[config.mk]
export PLATFORM = sky130hd
export DESIGN_NAME = scr_seq_ctrl
export DESIGN_NICKNAME = d
export VERILOG_FILES = /design/src/rtl/scr_pkg.sv /design/src/rtl/scr_mem_if.sv /design/src/rtl/scr_seq_ctrl.sv /design/src/rtl/scr_mem.sv
export VERILOG_INCLUDE_DIRS = /design/src /design/src/rtl
export SDC_FILE = /design/constraint.sdc
export NUM_CORES = 2
export LEC_CHECK = 0
export BUFFER_PORTS_ARGS = -buffer_cell sky130_fd_sc_hd__buf_2
export CORE_MARGIN = 1
export CORE_UTILIZATION = 30
export DETAILED_ROUTE_END_ITERATION = 8
export GPL_TIMING_DRIVEN = 0
export PLACE_DENSITY = 0.55
export SETUP_SLACK_MARGIN = 0.3
export SLEW_MARGIN = 0
export SYNTH_ARGS = -nofsm -noshare
export SYNTH_HDL_FRONTEND = slang
export SYNTH_HIERARCHICAL = 1
export SYNTH_SLANG_ARGS = --single-unit
[constraint.sdc]
create_clock -name clk_sys -period 17.2 [get_ports clk_sys]
set_input_delay 3.44 -clock clk_sys [delete_from_list [all_inputs] [get_ports clk_sys]]
set_output_delay 3.44 -clock clk_sys [all_outputs]
set_load 0.03 [all_outputs]
[src/rtl/scr_defs.svh]
// constants of the sequencer control block: offsets, fields, resets, counts
// assumes byte addresses on a 32-bit apb bus, one word per register
`ifndef SCR_DEFS_SVH
`define SCR_DEFS_SVH
// ****************************************************
// register offsets
// ****************************************************
`define SCR_TRIG_OFF    16'h0430
`define SCR_SEQUENCER_CONFIG_OFF  16'h2004
`define SCR_FIFOCFG_OFF 16'h2008
`define SCR_SYNC_OFF    16'h2054
`define SCR_CRC_OFF     16'h2060
`define SCR_CNT_OFF     16'h2064
`define SCR_TMO_OFF     16'h2068
`define SCR_RES_OFF     16'h206c
`define SCR_CMD_OFF     16'h2070
`define SCR_LOCK_OFF    16'h2118
`define SCR_SLP_OFF     16'h211c
`define SCR_INFO0_OFF   16'h21cc
`define SCR_INFO2_OFF   16'h21d0
`define SCR_WPTR_OFF    16'h21d4
`define SCR_PART_OFF    16'h21d8
`define SCR_THR_OFF     16'h21e0
`define SCR_INFO3_OFF   16'h21e4
`define SCR_INFO1_OFF   16'h21e8
`define SCR_STAT_OFF    16'h2200
// ****************************************************
// fields and reset values
// ****************************************************
`define SCR_RUN_BIT     0
`define SCR_STOP_BIT    1
`define SCR_FRZ_BIT     4
`define SCR_DIV_LSB     8
`define SCR_RESEN_BIT   11
`define SCR_SEQUENCER_CONFIG_RST  32'h0000_0002
`define SCR_FIFOCFG_RST 32'h0000_1010
`define SCR_PART_RST    32'h0000_0410
`define SCR_CRC_RST     8'h01
`define SCR_CRC_POLY    8'h07
`define SCR_SLP_KEY     20'ha47e5
`define SCR_AW          4
`define SCR_DEPTH       5'h10
`endif

[src/rtl/scr_pkg.sv]
// types shared by the sequencer control block
// assumes scr_defs.svh is included where the constants are needed
package scr_pkg;
    typedef enum logic [3:0] {
        ST_IDLE  = 4'b0001,
        ST_FETCH = 4'b0010,
        ST_LOAD  = 4'b0100,
        ST_EXEC  = 4'b1000
    } scr_state_e;
    typedef logic [31:0] scr_word_t;
endpackage : scr_pkg

[src/rtl/scr_mem_if.sv]
// carrier between the control block and its fifo storage
// assumes one clock, data read back one cycle after the address
`timescale 1ns/100ps
interface scr_mem_if;
    logic             wrEn;
    logic [3:0]       wrAddr;
    logic [3:0]       rdAddr;
    scr_pkg::scr_word_t wrData;
    scr_pkg::scr_word_t rdData;
    modport user (output wrEn, wrAddr, wrData, rdAddr, input rdData);
    modport mem  (input wrEn, wrAddr, wrData, rdAddr, output rdData);
endinterface : scr_mem_if

[src/rtl/scr_seq_ctrl.sv]
// sequencer control registers, command and result fifos, apb slave
// assumes an apb master on clk_sys, synchronous active high reset
//
// The APB register port was chosen for this implementation.
`timescale 1ns/100ps
`include "scr_defs.svh"
module scr_seq_ctrl (
    // clock and reset
    input  wire logic        clk_sys,
    input  wire logic        reset,
    // apb slave
    input  wire logic        psel,
    input  wire logic        penable,
    input  wire logic        pwrite,
    input  wire logic [15:0] paddr,
    input  wire logic [31:0] pwdata,
    output logic      [31:0] prdata,
    output logic             pready,
    output logic             pslverr,
    // status
    output logic             seqRunning,
    output logic             ignoredReqIrq,
    output logic             resultAboveThr
);
    // ****************************************************
    // state
    // ****************************************************
    typedef struct packed {
        scr_pkg::scr_state_e st;
        logic        runEn;
        logic        stopOnEmpty;
        logic        freeze;
        logic [7:0]  wrDiv;
        logic [31:0] fifoCfg;
        logic [31:0] syncOut;
        logic [31:0] cmdCount;
        logic [29:0] timeout;
        logic [7:0]  crc;
        logic [19:0] slpLock;
        logic [31:0] slpTrig;
        logic [3:0][31:0] info;
        logic [31:0] partCfg;
        logic [31:0] thres;
        logic [4:0]  cmdWr;
        logic [4:0]  cmdRd;
        logic [4:0]  resWr;
        logic [4:0]  resRd;
        logic [31:0] cmd;
        logic [29:0] waitCnt;
        logic [7:0]  divCnt;
        logic        seqActive;
        logic [1:0]  seqId;
        logic [31:0] prdata;
        logic        pready;
        logic        pslverr;
        logic        irq;
        logic        above;
    } scr_state_s;

    scr_state_s s_ff;
    scr_state_s nxt_s;
    scr_mem_if  cmdMem ();
    scr_mem_if  resMem ();
    logic        access;
    logic [4:0]  cmdFill;
    logic [4:0]  resFill;
    logic        seqInfoWr;
    logic [1:0]  seqInfoIdx;
    logic [31:0] seqInfoData;
    logic        hostInfoWr;
    logic [1:0]  hostInfoIdx;

    // ****************************************************
    // helpers
    // ****************************************************
    function automatic logic [7:0] crc8(input logic [7:0] c,
                                        input logic [31:0] d);
        logic [7:0] r;
        r = c;
        for (int i = 31; i >= 0; i--) begin
            if (r[7] ^ d[i]) begin
                r = {r[6:0], 1'b0} ^ `SCR_CRC_POLY;
            end else begin
                r = {r[6:0], 1'b0};
            end
        end
        return r;
    endfunction : crc8

    function automatic logic [1:0] infoIdx(input logic [15:0] a);
        logic [1:0] r;
        r = 2'h0;
        unique case (a)
            `SCR_INFO1_OFF: r = 2'h1;
            `SCR_INFO2_OFF: r = 2'h2;
            `SCR_INFO3_OFF: r = 2'h3;
            default:        r = 2'h0;
        endcase
        return r;
    endfunction : infoIdx

    scr_mem u_cmdMem (.clk_sys(clk_sys), .port(cmdMem.mem));
    scr_mem u_resMem (.clk_sys(clk_sys), .port(resMem.mem));

    assign cmdFill = s_ff.cmdWr - s_ff.cmdRd;
    assign resFill = s_ff.resWr - s_ff.resRd;
    assign access  = psel & penable & ~s_ff.pready;

    // ****************************************************
    // next state
    // ****************************************************
    always_comb begin
        nxt_s          = s_ff;
        nxt_s.pready   = 1'b0;
        nxt_s.pslverr  = 1'b0;
        nxt_s.irq      = 1'b0;
        seqInfoWr      = 1'b0;
        seqInfoIdx     = s_ff.cmd[25:24];
        seqInfoData    = {16'h0, s_ff.cmd[15:0]};
        hostInfoWr     = 1'b0;
        hostInfoIdx    = infoIdx(paddr);
        cmdMem.wrEn    = 1'b0;
        cmdMem.wrAddr  = s_ff.cmdWr[3:0];
        cmdMem.wrData  = pwdata;
        cmdMem.rdAddr  = s_ff.cmdRd[3:0];
        resMem.wrEn    = 1'b0;
        resMem.wrAddr  = s_ff.resWr[3:0];
        resMem.wrData  = {7'h0, s_ff.seqId, s_ff.cmd[22:0]};
        resMem.rdAddr  = s_ff.resRd[3:0];

        // host side: one wait state, so fifo read data has settled
        if (access) begin
            nxt_s.pready = 1'b1;
            nxt_s.prdata = 32'h0;
            if (pwrite) begin
                unique case (paddr)
                    `SCR_SEQUENCER_CONFIG_OFF: begin
                        nxt_s.runEn       = pwdata[`SCR_RUN_BIT];
                        nxt_s.stopOnEmpty = pwdata[`SCR_STOP_BIT];
                        nxt_s.freeze      = pwdata[`SCR_FRZ_BIT];
                        nxt_s.wrDiv = pwdata[`SCR_DIV_LSB +: 8];
                    end
                    `SCR_FIFOCFG_OFF: nxt_s.fifoCfg = pwdata;
                    `SCR_SYNC_OFF:    nxt_s.syncOut = pwdata;
                    `SCR_CNT_OFF:     nxt_s.cmdCount = pwdata;
                    `SCR_LOCK_OFF:    nxt_s.slpLock = pwdata[19:0];
                    `SCR_SLP_OFF: begin
                        // locked unless the key was written first
                        if (s_ff.slpLock == `SCR_SLP_KEY) begin
                            nxt_s.slpTrig = pwdata;
                        end
                    end
                    `SCR_INFO0_OFF, `SCR_INFO1_OFF,
                    `SCR_INFO2_OFF, `SCR_INFO3_OFF: begin
                        hostInfoWr = 1'b1;
                        nxt_s.info[hostInfoIdx] = pwdata;
                    end
                    `SCR_PART_OFF:    nxt_s.partCfg = pwdata;
                    `SCR_THR_OFF:     nxt_s.thres = pwdata;
                    `SCR_CMD_OFF: begin
                        // full or frozen: word dropped, queue intact
                        if (cmdFill != `SCR_DEPTH && !s_ff.freeze) begin
                            cmdMem.wrEn = 1'b1;
                            nxt_s.cmdWr = s_ff.cmdWr + 5'h1;
                        end
                    end
                    `SCR_TRIG_OFF: begin
                        if (pwdata[3:0] != 4'h0) begin
                            if (s_ff.seqActive) begin
                                nxt_s.irq = 1'b1;
                            end else begin
                                nxt_s.seqActive = 1'b1;
                                nxt_s.seqId = pwdata[0] ? 2'h0 :
                                              pwdata[1] ? 2'h1 :
                                              pwdata[2] ? 2'h2 : 2'h3;
                            end
                        end
                    end
                    `SCR_CRC_OFF, `SCR_TMO_OFF, `SCR_RES_OFF,
                    `SCR_WPTR_OFF, `SCR_STAT_OFF: ;
                    default: nxt_s.pslverr = 1'b1;
                endcase
            end else begin
                unique case (paddr)
                    `SCR_SEQUENCER_CONFIG_OFF: nxt_s.prdata =
                        {16'h0, s_ff.wrDiv, 3'h0, s_ff.freeze,
                         2'h0, s_ff.stopOnEmpty, s_ff.runEn};
                    `SCR_FIFOCFG_OFF: nxt_s.prdata = s_ff.fifoCfg;
                    `SCR_SYNC_OFF:    nxt_s.prdata = s_ff.syncOut;
                    `SCR_CRC_OFF:     nxt_s.prdata = {24'h0, s_ff.crc};
                    `SCR_CNT_OFF:     nxt_s.prdata = s_ff.cmdCount;
                    `SCR_TMO_OFF:     nxt_s.prdata = {2'h0, s_ff.timeout};
                    `SCR_RES_OFF: begin
                        // empty, disabled or frozen: reads zero, no pop
                        if (resFill != 5'h0 && !s_ff.freeze &&
                            s_ff.fifoCfg[`SCR_RESEN_BIT]) begin
                            nxt_s.prdata = resMem.rdData;
                            nxt_s.resRd = s_ff.resRd + 5'h1;
                        end
                    end
                    `SCR_LOCK_OFF: nxt_s.prdata = {12'h0, s_ff.slpLock};
                    `SCR_SLP_OFF:  nxt_s.prdata = s_ff.slpTrig;
                    `SCR_INFO0_OFF, `SCR_INFO1_OFF,
                    `SCR_INFO2_OFF, `SCR_INFO3_OFF:
                        nxt_s.prdata = s_ff.info[hostInfoIdx];
                    `SCR_WPTR_OFF: nxt_s.prdata = {27'h0, s_ff.cmdWr};
                    `SCR_PART_OFF: nxt_s.prdata = s_ff.partCfg;
                    `SCR_THR_OFF:  nxt_s.prdata = s_ff.thres;
                    `SCR_STAT_OFF: nxt_s.prdata =
                        {5'h0, 6'h0, resFill, 5'h0, 6'h0, cmdFill};
                    `SCR_TRIG_OFF, `SCR_CMD_OFF: ;
                    default: nxt_s.pslverr = 1'b1;
                endcase
            end
        end

        // sequencer side: frozen means nothing moves at all
        if (!s_ff.freeze) begin
            unique case (s_ff.st)
                scr_pkg::ST_IDLE: begin
                    if (s_ff.runEn) begin
                        nxt_s.st = scr_pkg::ST_FETCH;
                    end
                end
                scr_pkg::ST_FETCH: begin
                    if (!s_ff.runEn) begin
                        nxt_s.st = scr_pkg::ST_IDLE;
                    end else if (cmdFill != 5'h0) begin
                        nxt_s.st = scr_pkg::ST_LOAD;
                    end else if (s_ff.stopOnEmpty) begin
                        nxt_s.runEn = 1'b0;
                        nxt_s.st = scr_pkg::ST_IDLE;
                    end
                end
                scr_pkg::ST_LOAD: begin
                    nxt_s.cmd = cmdMem.rdData;
                    nxt_s.cmdRd = s_ff.cmdRd + 5'h1;
                    nxt_s.crc = crc8(s_ff.crc, cmdMem.rdData);
                    nxt_s.cmdCount = s_ff.cmdCount + 32'h1;
                    nxt_s.waitCnt = cmdMem.rdData[29:0];
                    nxt_s.divCnt = 8'h0;
                    nxt_s.st = scr_pkg::ST_EXEC;
                end
                scr_pkg::ST_EXEC: begin
                    unique case (s_ff.cmd[31:30])
                        2'b00: begin
                            // wait commands ignore the divider
                            if (s_ff.waitCnt == 30'h0) begin
                                nxt_s.st = scr_pkg::ST_FETCH;
                            end else begin
                                nxt_s.waitCnt = s_ff.waitCnt - 30'h1;
                                nxt_s.timeout = s_ff.timeout + 30'h1;
                            end
                        end
                        2'b01, 2'b10: begin
                            if (s_ff.divCnt != s_ff.wrDiv) begin
                                nxt_s.divCnt = s_ff.divCnt + 8'h1;
                            end else begin
                                nxt_s.st = scr_pkg::ST_FETCH;
                                if (!s_ff.cmd[31]) begin
                                    seqInfoWr = 1'b1;
                                    nxt_s.info[seqInfoIdx] =
                                        seqInfoData;
                                end else if (resFill != `SCR_DEPTH &&
                                    s_ff.fifoCfg[`SCR_RESEN_BIT]) begin
                                    resMem.wrEn = 1'b1;
                                    nxt_s.resWr = s_ff.resWr + 5'h1;
                                end
                            end
                        end
                        2'b11: begin
                            nxt_s.seqActive = 1'b0;
                            nxt_s.st = scr_pkg::ST_FETCH;
                        end
                    endcase
                end
            endcase
        end

        // disabled result fifo is held empty
        if (!nxt_s.fifoCfg[`SCR_RESEN_BIT]) begin
            nxt_s.resWr = 5'h0;
            nxt_s.resRd = 5'h0;
        end
        nxt_s.above = {27'h0, nxt_s.resWr - nxt_s.resRd} > nxt_s.thres;
    end

    // ****************************************************
    // registers
    // ****************************************************
    always_ff @(posedge clk_sys) begin
        if (reset) begin
            s_ff             <= '0;
            s_ff.st          <= scr_pkg::ST_IDLE;
            s_ff.stopOnEmpty <= 1'(`SCR_SEQUENCER_CONFIG_RST >> `SCR_STOP_BIT);
            s_ff.fifoCfg     <= `SCR_FIFOCFG_RST;
            s_ff.partCfg     <= `SCR_PART_RST;
            s_ff.crc         <= `SCR_CRC_RST;
        end else begin
            s_ff <= nxt_s;
        end
    end

    assign prdata         = s_ff.prdata;
    assign pready         = s_ff.pready;
    assign pslverr        = s_ff.pslverr;
    assign seqRunning     = s_ff.seqActive;
    assign ignoredReqIrq  = s_ff.irq;
    assign resultAboveThr = s_ff.above;
endmodule : scr_seq_ctrl

[src/rtl/scr_mem.sv]
// sixteen-word storage for one fifo, registered read data
// assumes the owner keeps pointers and never writes when full
`timescale 1ns/100ps
module scr_mem (
    // clock
    input wire logic  clk_sys,
    // storage port
    scr_mem_if.mem    port
);
    scr_pkg::scr_word_t store [16];
    scr_pkg::scr_word_t rdData_ff;

    // no reset on the array: contents are valid only behind the pointers
    always_ff @(posedge clk_sys) begin
        if (port.wrEn) begin
            store[port.wrAddr] <= port.wrData;
        end
        rdData_ff <= store[port.rdAddr];
    end

    assign port.rdData = rdData_ff;
endmodule : scr_mem

* Word level (Yosys, flattened, before mapping)
Memory sizes are Yosys's and may differ from the RTL's. A register that Yosys moved wholly into a read port is not among the register bits.
Cells that the tools add are included.
** Word-level totals
- Output and inout port bits :: 37
- Memories kept :: 2
- Input bits :: 53
- Memory bits (writable) :: 912
- Register bits after elaboration :: 554
** Memories
- u_cmdMem.store :: words 16, bits a word 32, rd ports 1, clocked after Yosys merged registers in 1, wr ports 1, line scr_mem.sv:10 : scr_pkg::scr_word_t store [16];
- u_resMem.store :: words 16, bits a word 25, rd ports 1, clocked after Yosys merged registers in 1, wr ports 1, line scr_mem.sv:10
** Operators by class
- Add/subtract/negate cells :: 11
- $lt $le $gt $ge :: 5
- Bitwise gates (word level) :: 74
- Equality and inequality tests :: 38
- Reductions and logical operators :: 31
- Muxes and demuxes :: 188
** Operators by type and width (number)
- $mux W128 :: 6
- $mux W8 :: 65
- $pmux W32 S14 :: 1
- $mux W197 :: 2
- $mux W32 :: 11
- $eq A16 B14 Y1 const B :: 18
- $bwmux W128 :: 2
- $mux W107 :: 2
- $mux W30 :: 5
- $demux W32 S2 :: 2
- $mux W3 :: 35
- $not A3 Y3 :: 32
- $pmux W38 S2 :: 1
- $mux W70 :: 1
- $mux W5 :: 13
- $bmux W32 S2 :: 1
- $mux W38 :: 1
- $add A32 B1 Y32 const B :: 1
- $gt A5 B32 Y1 :: 1
- $xor A1 B1 Y1 :: 32
- $add A30 B1 Y30 const B :: 1
- $logic_not A30 Y1 :: 1
- $sub A30 B1 Y30 const B :: 1
- $mux W1 :: 27
- 42 further kinds :: 85

* Depth between registers and ports, before layout
- Word-level depth :: 128
- Mapped depth :: 21
- Depth with buffers taken out :: 21

* Cells and area by module
Netlist, hierarchy kept.
** By module, submodules not included
- scr_mem :: instances 2, sequential area each 16015.4 µm², area each 19835.3 µm², cells an instance 838
- scr_seq_ctrl :: instances 1, sequential area each 10349.9 µm², area each 25796.0 µm², cells an instance 3235

* Least setup slack after synthesis
No wires, ideal clock.
- Path type :: input to register
- Start point :: in paddr[3]
- End point :: mem u_cmdMem/store[0][0] in the netlist's numbering, enable pin
- Stages on the path :: 8
- Buffers on the path :: 2
- Setup slack :: 9.195 ns
- Arrival :: 7.544 ns
- Cell sequence :: buf_2 -> nor4_1 -> nand4_1 -> nor3_1 -> and3_1 -> clkbuf_1 -> or3b_2 -> nor3_1
** On the way
- Cells in the longest elaborated chain, start to end :: 6
** RTL lines
- start: declaration :: line scr_seq_ctrl.sv:15 : input wire logic [15:0] paddr,
- $eq A16 B14 Y1 :: line scr_seq_ctrl.sv:136 : unique case (paddr)
- $mux W1 :: line scr_seq_ctrl.sv:136
- $mux W1 :: line scr_seq_ctrl.sv:135 : if (pwrite) begin
- $mux W1 :: line scr_seq_ctrl.sv:132 : if (access) begin
- net cmdMem.wrEn :: line scr_mem_if.sv:5 : logic wrEn;
- $mux W1 :: line scr_mem.sv:15 : if (port.wrEn) begin
- $mux W1 (implied by the code) :: line scr_mem.sv:16 : store[port.wrAddr] <= port.wrData;
- end: declaration :: line scr_mem.sv:10
The timed path passes the listed nets, and every way through them passes these cells.

* Worst setup path after layout
- Start point :: in paddr[3]
- End point :: reg s_ff, in the netlist resultAboveThr
** On the way
- Cells in the longest elaborated chain, start to end :: 7
- Elaborated cells between the ends (all ways) :: 15
- Those cells by class :: 1 x add/sub; 1 x order compare; 3 x eq/ne; 10 x mux
** RTL lines
- $eq A16 B14 Y1 (on tied branches) :: line scr_seq_ctrl.sv:136, scr_seq_ctrl.sv:184
- $mux W32 / $mux W5 (equally long branches) :: line scr_seq_ctrl.sv:136, scr_seq_ctrl.sv:184
- $mux W107 / $mux W5 (equally long branches) :: line scr_seq_ctrl.sv:135
- $mux W107 / $mux W5 (equally long branches) :: line scr_seq_ctrl.sv:132
- $mux W10 :: line scr_seq_ctrl.sv:281 : if (!nxt_s.fifoCfg[`SCR_RESEN_BIT]) begin
- $sub A5 B5 Y5 :: line scr_seq_ctrl.sv:285 : nxt_s.above = {27'h0, nxt_s.resWr - nxt_s.resRd} > nxt_s.thres;
- $gt A5 B32 Y1 (*) :: line scr_seq_ctrl.sv:285
- end signal: assignment :: line scr_seq_ctrl.sv:300 : s_ff <= nxt_s;
- end: declaration :: line scr_seq_ctrl.sv:60 : scr_state_s s_ff;
Every way passes the cells marked *; elsewhere a longest branch is shown, timed or not.
A chain may end at the register's enable or synchronous reset.

==> impl_metrics.tcl <==
set metrics [dict create \
    nets 5420 \
    cts_resized 0 \
    fin_crit_ps 7870 \
    portBuffers 85 \
    dieWidth_um 469 \
    finalPower_mw 7.92 \
    boundaryPins 90 \
    final_common_cell "edfxtp_1" \
    die_area_um2 220000 \
    synth_cell_type_count 88 \
    track_usage_pct 19.4 \
    total_leakage_power_nw 25.3 \
    slew_headroom_pct 5.74 \
    routabilityCongestion 0.982 \
    coreArea_um2 217000 \
    arrival_ps 8630 \
    clk_latency_ps 850 \
    hp-class "reg -> reg" \
    viasPerCell 5.36 \
    fin_setup_tns_ps 0 \
    fin_area_um2 76700 \
    synth-edff-count 1024 \
    drive_gt1_share_pct 14.8 \
    tightestPinTransition_ps 1410 \
    worstPathRequired_ps 17960 \
    clockBufferDepth 3 \
    grt_pass1_wl_um 309000 \
    drt_iter0_markers 5655 \
    rsz0062_at_grt "no" \
    syn_area_per_cell_um2 13.3 \
    wl_um 217000 \
    drc 0 \
    cp-start-kind "input port" \
    path_class "in -> reg" \
    ys_ff_latch 1605 \
    drv_slew 0 \
    wl_per_cell_um 26.0 \
    dp.final_hpwl_um 155000 \
    numClockSinks 1605 \
    die_h_um 469 \
    cap_viol_max_count 0 \
    synth_ff_type "edfxtp_1" \
    irDropWorstVdd_v 0.0000841 \
    hold_buffers 0 \
    ys_warn_count 6 \
    placementRows 171 \
    dr.pass1.iters 7 \
    hold_viol 0 \
    via_count 44714 \
    fmax_ghz 0.127 \
    overflow 0 \
    antenna_found_initial 13 \
    antenna_left 0 \
    synthesis.instances 4911 \
    final_cells 8340 \
    cts_buffers 172 \
    yosysSeqAreaShare_pct 64.7 \
    synthArstFlopShare_pct 0 \
    place_area_um2 71000 \
    p_per_area_nw_per_um2 103 \
    syn-cell-area_um2 65500 \
    status "complete, no violations" \
    cp-end-kind "register" \
    layout_common_cells "1024 x edfxtp_1, 750 x nand2_1, 581 x dfxtp_1, 341 x a21oi_1, 307 x nor2_1" \
    cts_tree "built" \
    clk_pin_slew_ps 60 \
    post-route-util_pct 35.3 \
    area_growth_pct 17.1 \
    cts_setup_buffers 0 \
    setup_viol 0 \
    dp.cells 8017 \
    htreeDepth 4 \
    grt_max_degree 24 \
    finalCritPeriodShare_pct 45.8 \
    crit_path_max_fanout 10 \
    cts_root_buf "clkbuf_16" \
    grt_pass1_vias 42960 \
    initial_core_util_pct 30.2 \
    finClkSkew_ps 46.4 \
]
-- power by group --
group	internal [mW]	switching, mW	leakage (nW)
combinational	0.0183	0.112	8.50
sequential	4.07	0.00170	14.1
clock	2.13	1.58	2.78
total	6.22	1.70	25.3
-- cell usage after synthesis (8+ instances only) --
master    instances  area (um2)
nor3_1           69         345
nor2b_1          10        62.6
mux2i_1          94         941
xnor3_1          15         338
a22oi_1         226        1700
nor4_1           32         200
and2_1           12        75.1
a221oi_1         18         158
or2_2             8        50.1
nand4_1          36         225
o22ai_1          25         156
nand2b_1         19         119
or3_1            27         169
a222oi_1         53         531
buf_1            29         109
nor2_1          331        1240
and3_1           24         150
ha_1             27         338
a21o_1           10        75.1
a211oi_1         86         646
a21oi_1         341        1710
dfxtp_1         581       11600
nand2_1         750        2820
a311oi_1         23         201
or4_1             9        67.6
nand3_1          72         360
inv_1            35         131
xnor2_1          64         561
mux4_2          256        5770
xor2_1           40         350
clkbuf_1        267        1000
nand3b_1         14         105
buf_4            52         390
buf_2            29         145
edfxtp_1       1024       30700
and4_1           10        87.6
a211o_1          24         210
o21ai_0          54         270
-- cells by family (layout without fill, tap and decap cells) --
group	count (synthesis)	count (layout)	synth area share, %
and+or+nand+nor	1465	1465	10.0
other	1	120	0.00573
AOI/OAI and AO/OA	913	913	9.33
DFF	1605	1605	64.7
xor gates and xnor gates	131	131	2.28
adders and majority gates	30	30	0.608
buffers and inverters	414	870	2.75
muxes	352	352	10.3
-- metrics by stage --
step,setup slack (ps),hold slack [ps]
2_1_floorplan,9190,428
3_3_place_gp,5660,438
3_5_place_dp,8630,443
4_1_cts,9510,452
5_1_grt,9050,463
6_report,9330,451
-- layer usage --
layer | vias up | share of wire (%) | global-route usage, %
met5 | - | 0.024 | 0
met3 | 420 | 7.8 | 3.40
li1 | 19379 | - | -
met2 | 2077 | 47 | 31.3
met4 | 8 | 4.1 | 7.82
met1 | 22830 | 41 | 25.9
-- critical path, stage by stage --
cell       delay [ps]
buf_2             160
buf_2             250
nor4b_4           560
nand3_1           390
nor2_1            240
nand2_1           270
mux2i_1           430
clkbuf_1          400
inv_1             140
nand2_1           130
ha_1              200
fa_1              220
inv_1              50
a21o_1            150
a21oi_1           150
xnor3_1           240
ha_1              290
and4_1            190
a2111oi_1         440
buf_2             260
-- sequential cells by signal, indices dropped and copies added (netlist names), 4 cells and up --
name,flops
s_ff,439
u_resMem/port.rdData,32
resMem.wrData,25
cmdMem.wrAddr,4
prdata,32
resMem.rdAddr,4
u_cmdMem/port.rdData,32
resMem.wrAddr,4
cmdMem.rdAddr,4
u_cmdMem/store,512
u_resMem/store,512
-- final cells by class --
cell class	count	area [um2]
Clock buffer	230	4780
Clock inverter	85	891
Antenna cell	8	20.0
Timing Repair Buffer	141	1320
Tap cell	2854	3570
Sequential cell	1605	42400
Multi-Input combinational cell	3003	21900
Fill cell	21069	140000
Inverter	35	131
Buffer	379	1670
-- final timing paths --
| check | startpoint | end | slack, ps | cells past startpoint |
|---|---|---|---|---|
| worst max register to register | s_ff[521] | resultAboveThr | 11630 | 15 |
| worst min-delay path | s_ff[215] | s_ff[215] | 450 | 2 |
| worst min register to register | s_ff[215] | s_ff[215] | 450 | 2 |
| worst max-delay path | paddr[3] | resultAboveThr | 9330 | 20 |
No activity file was read; power rests on OpenSTA's default activity.
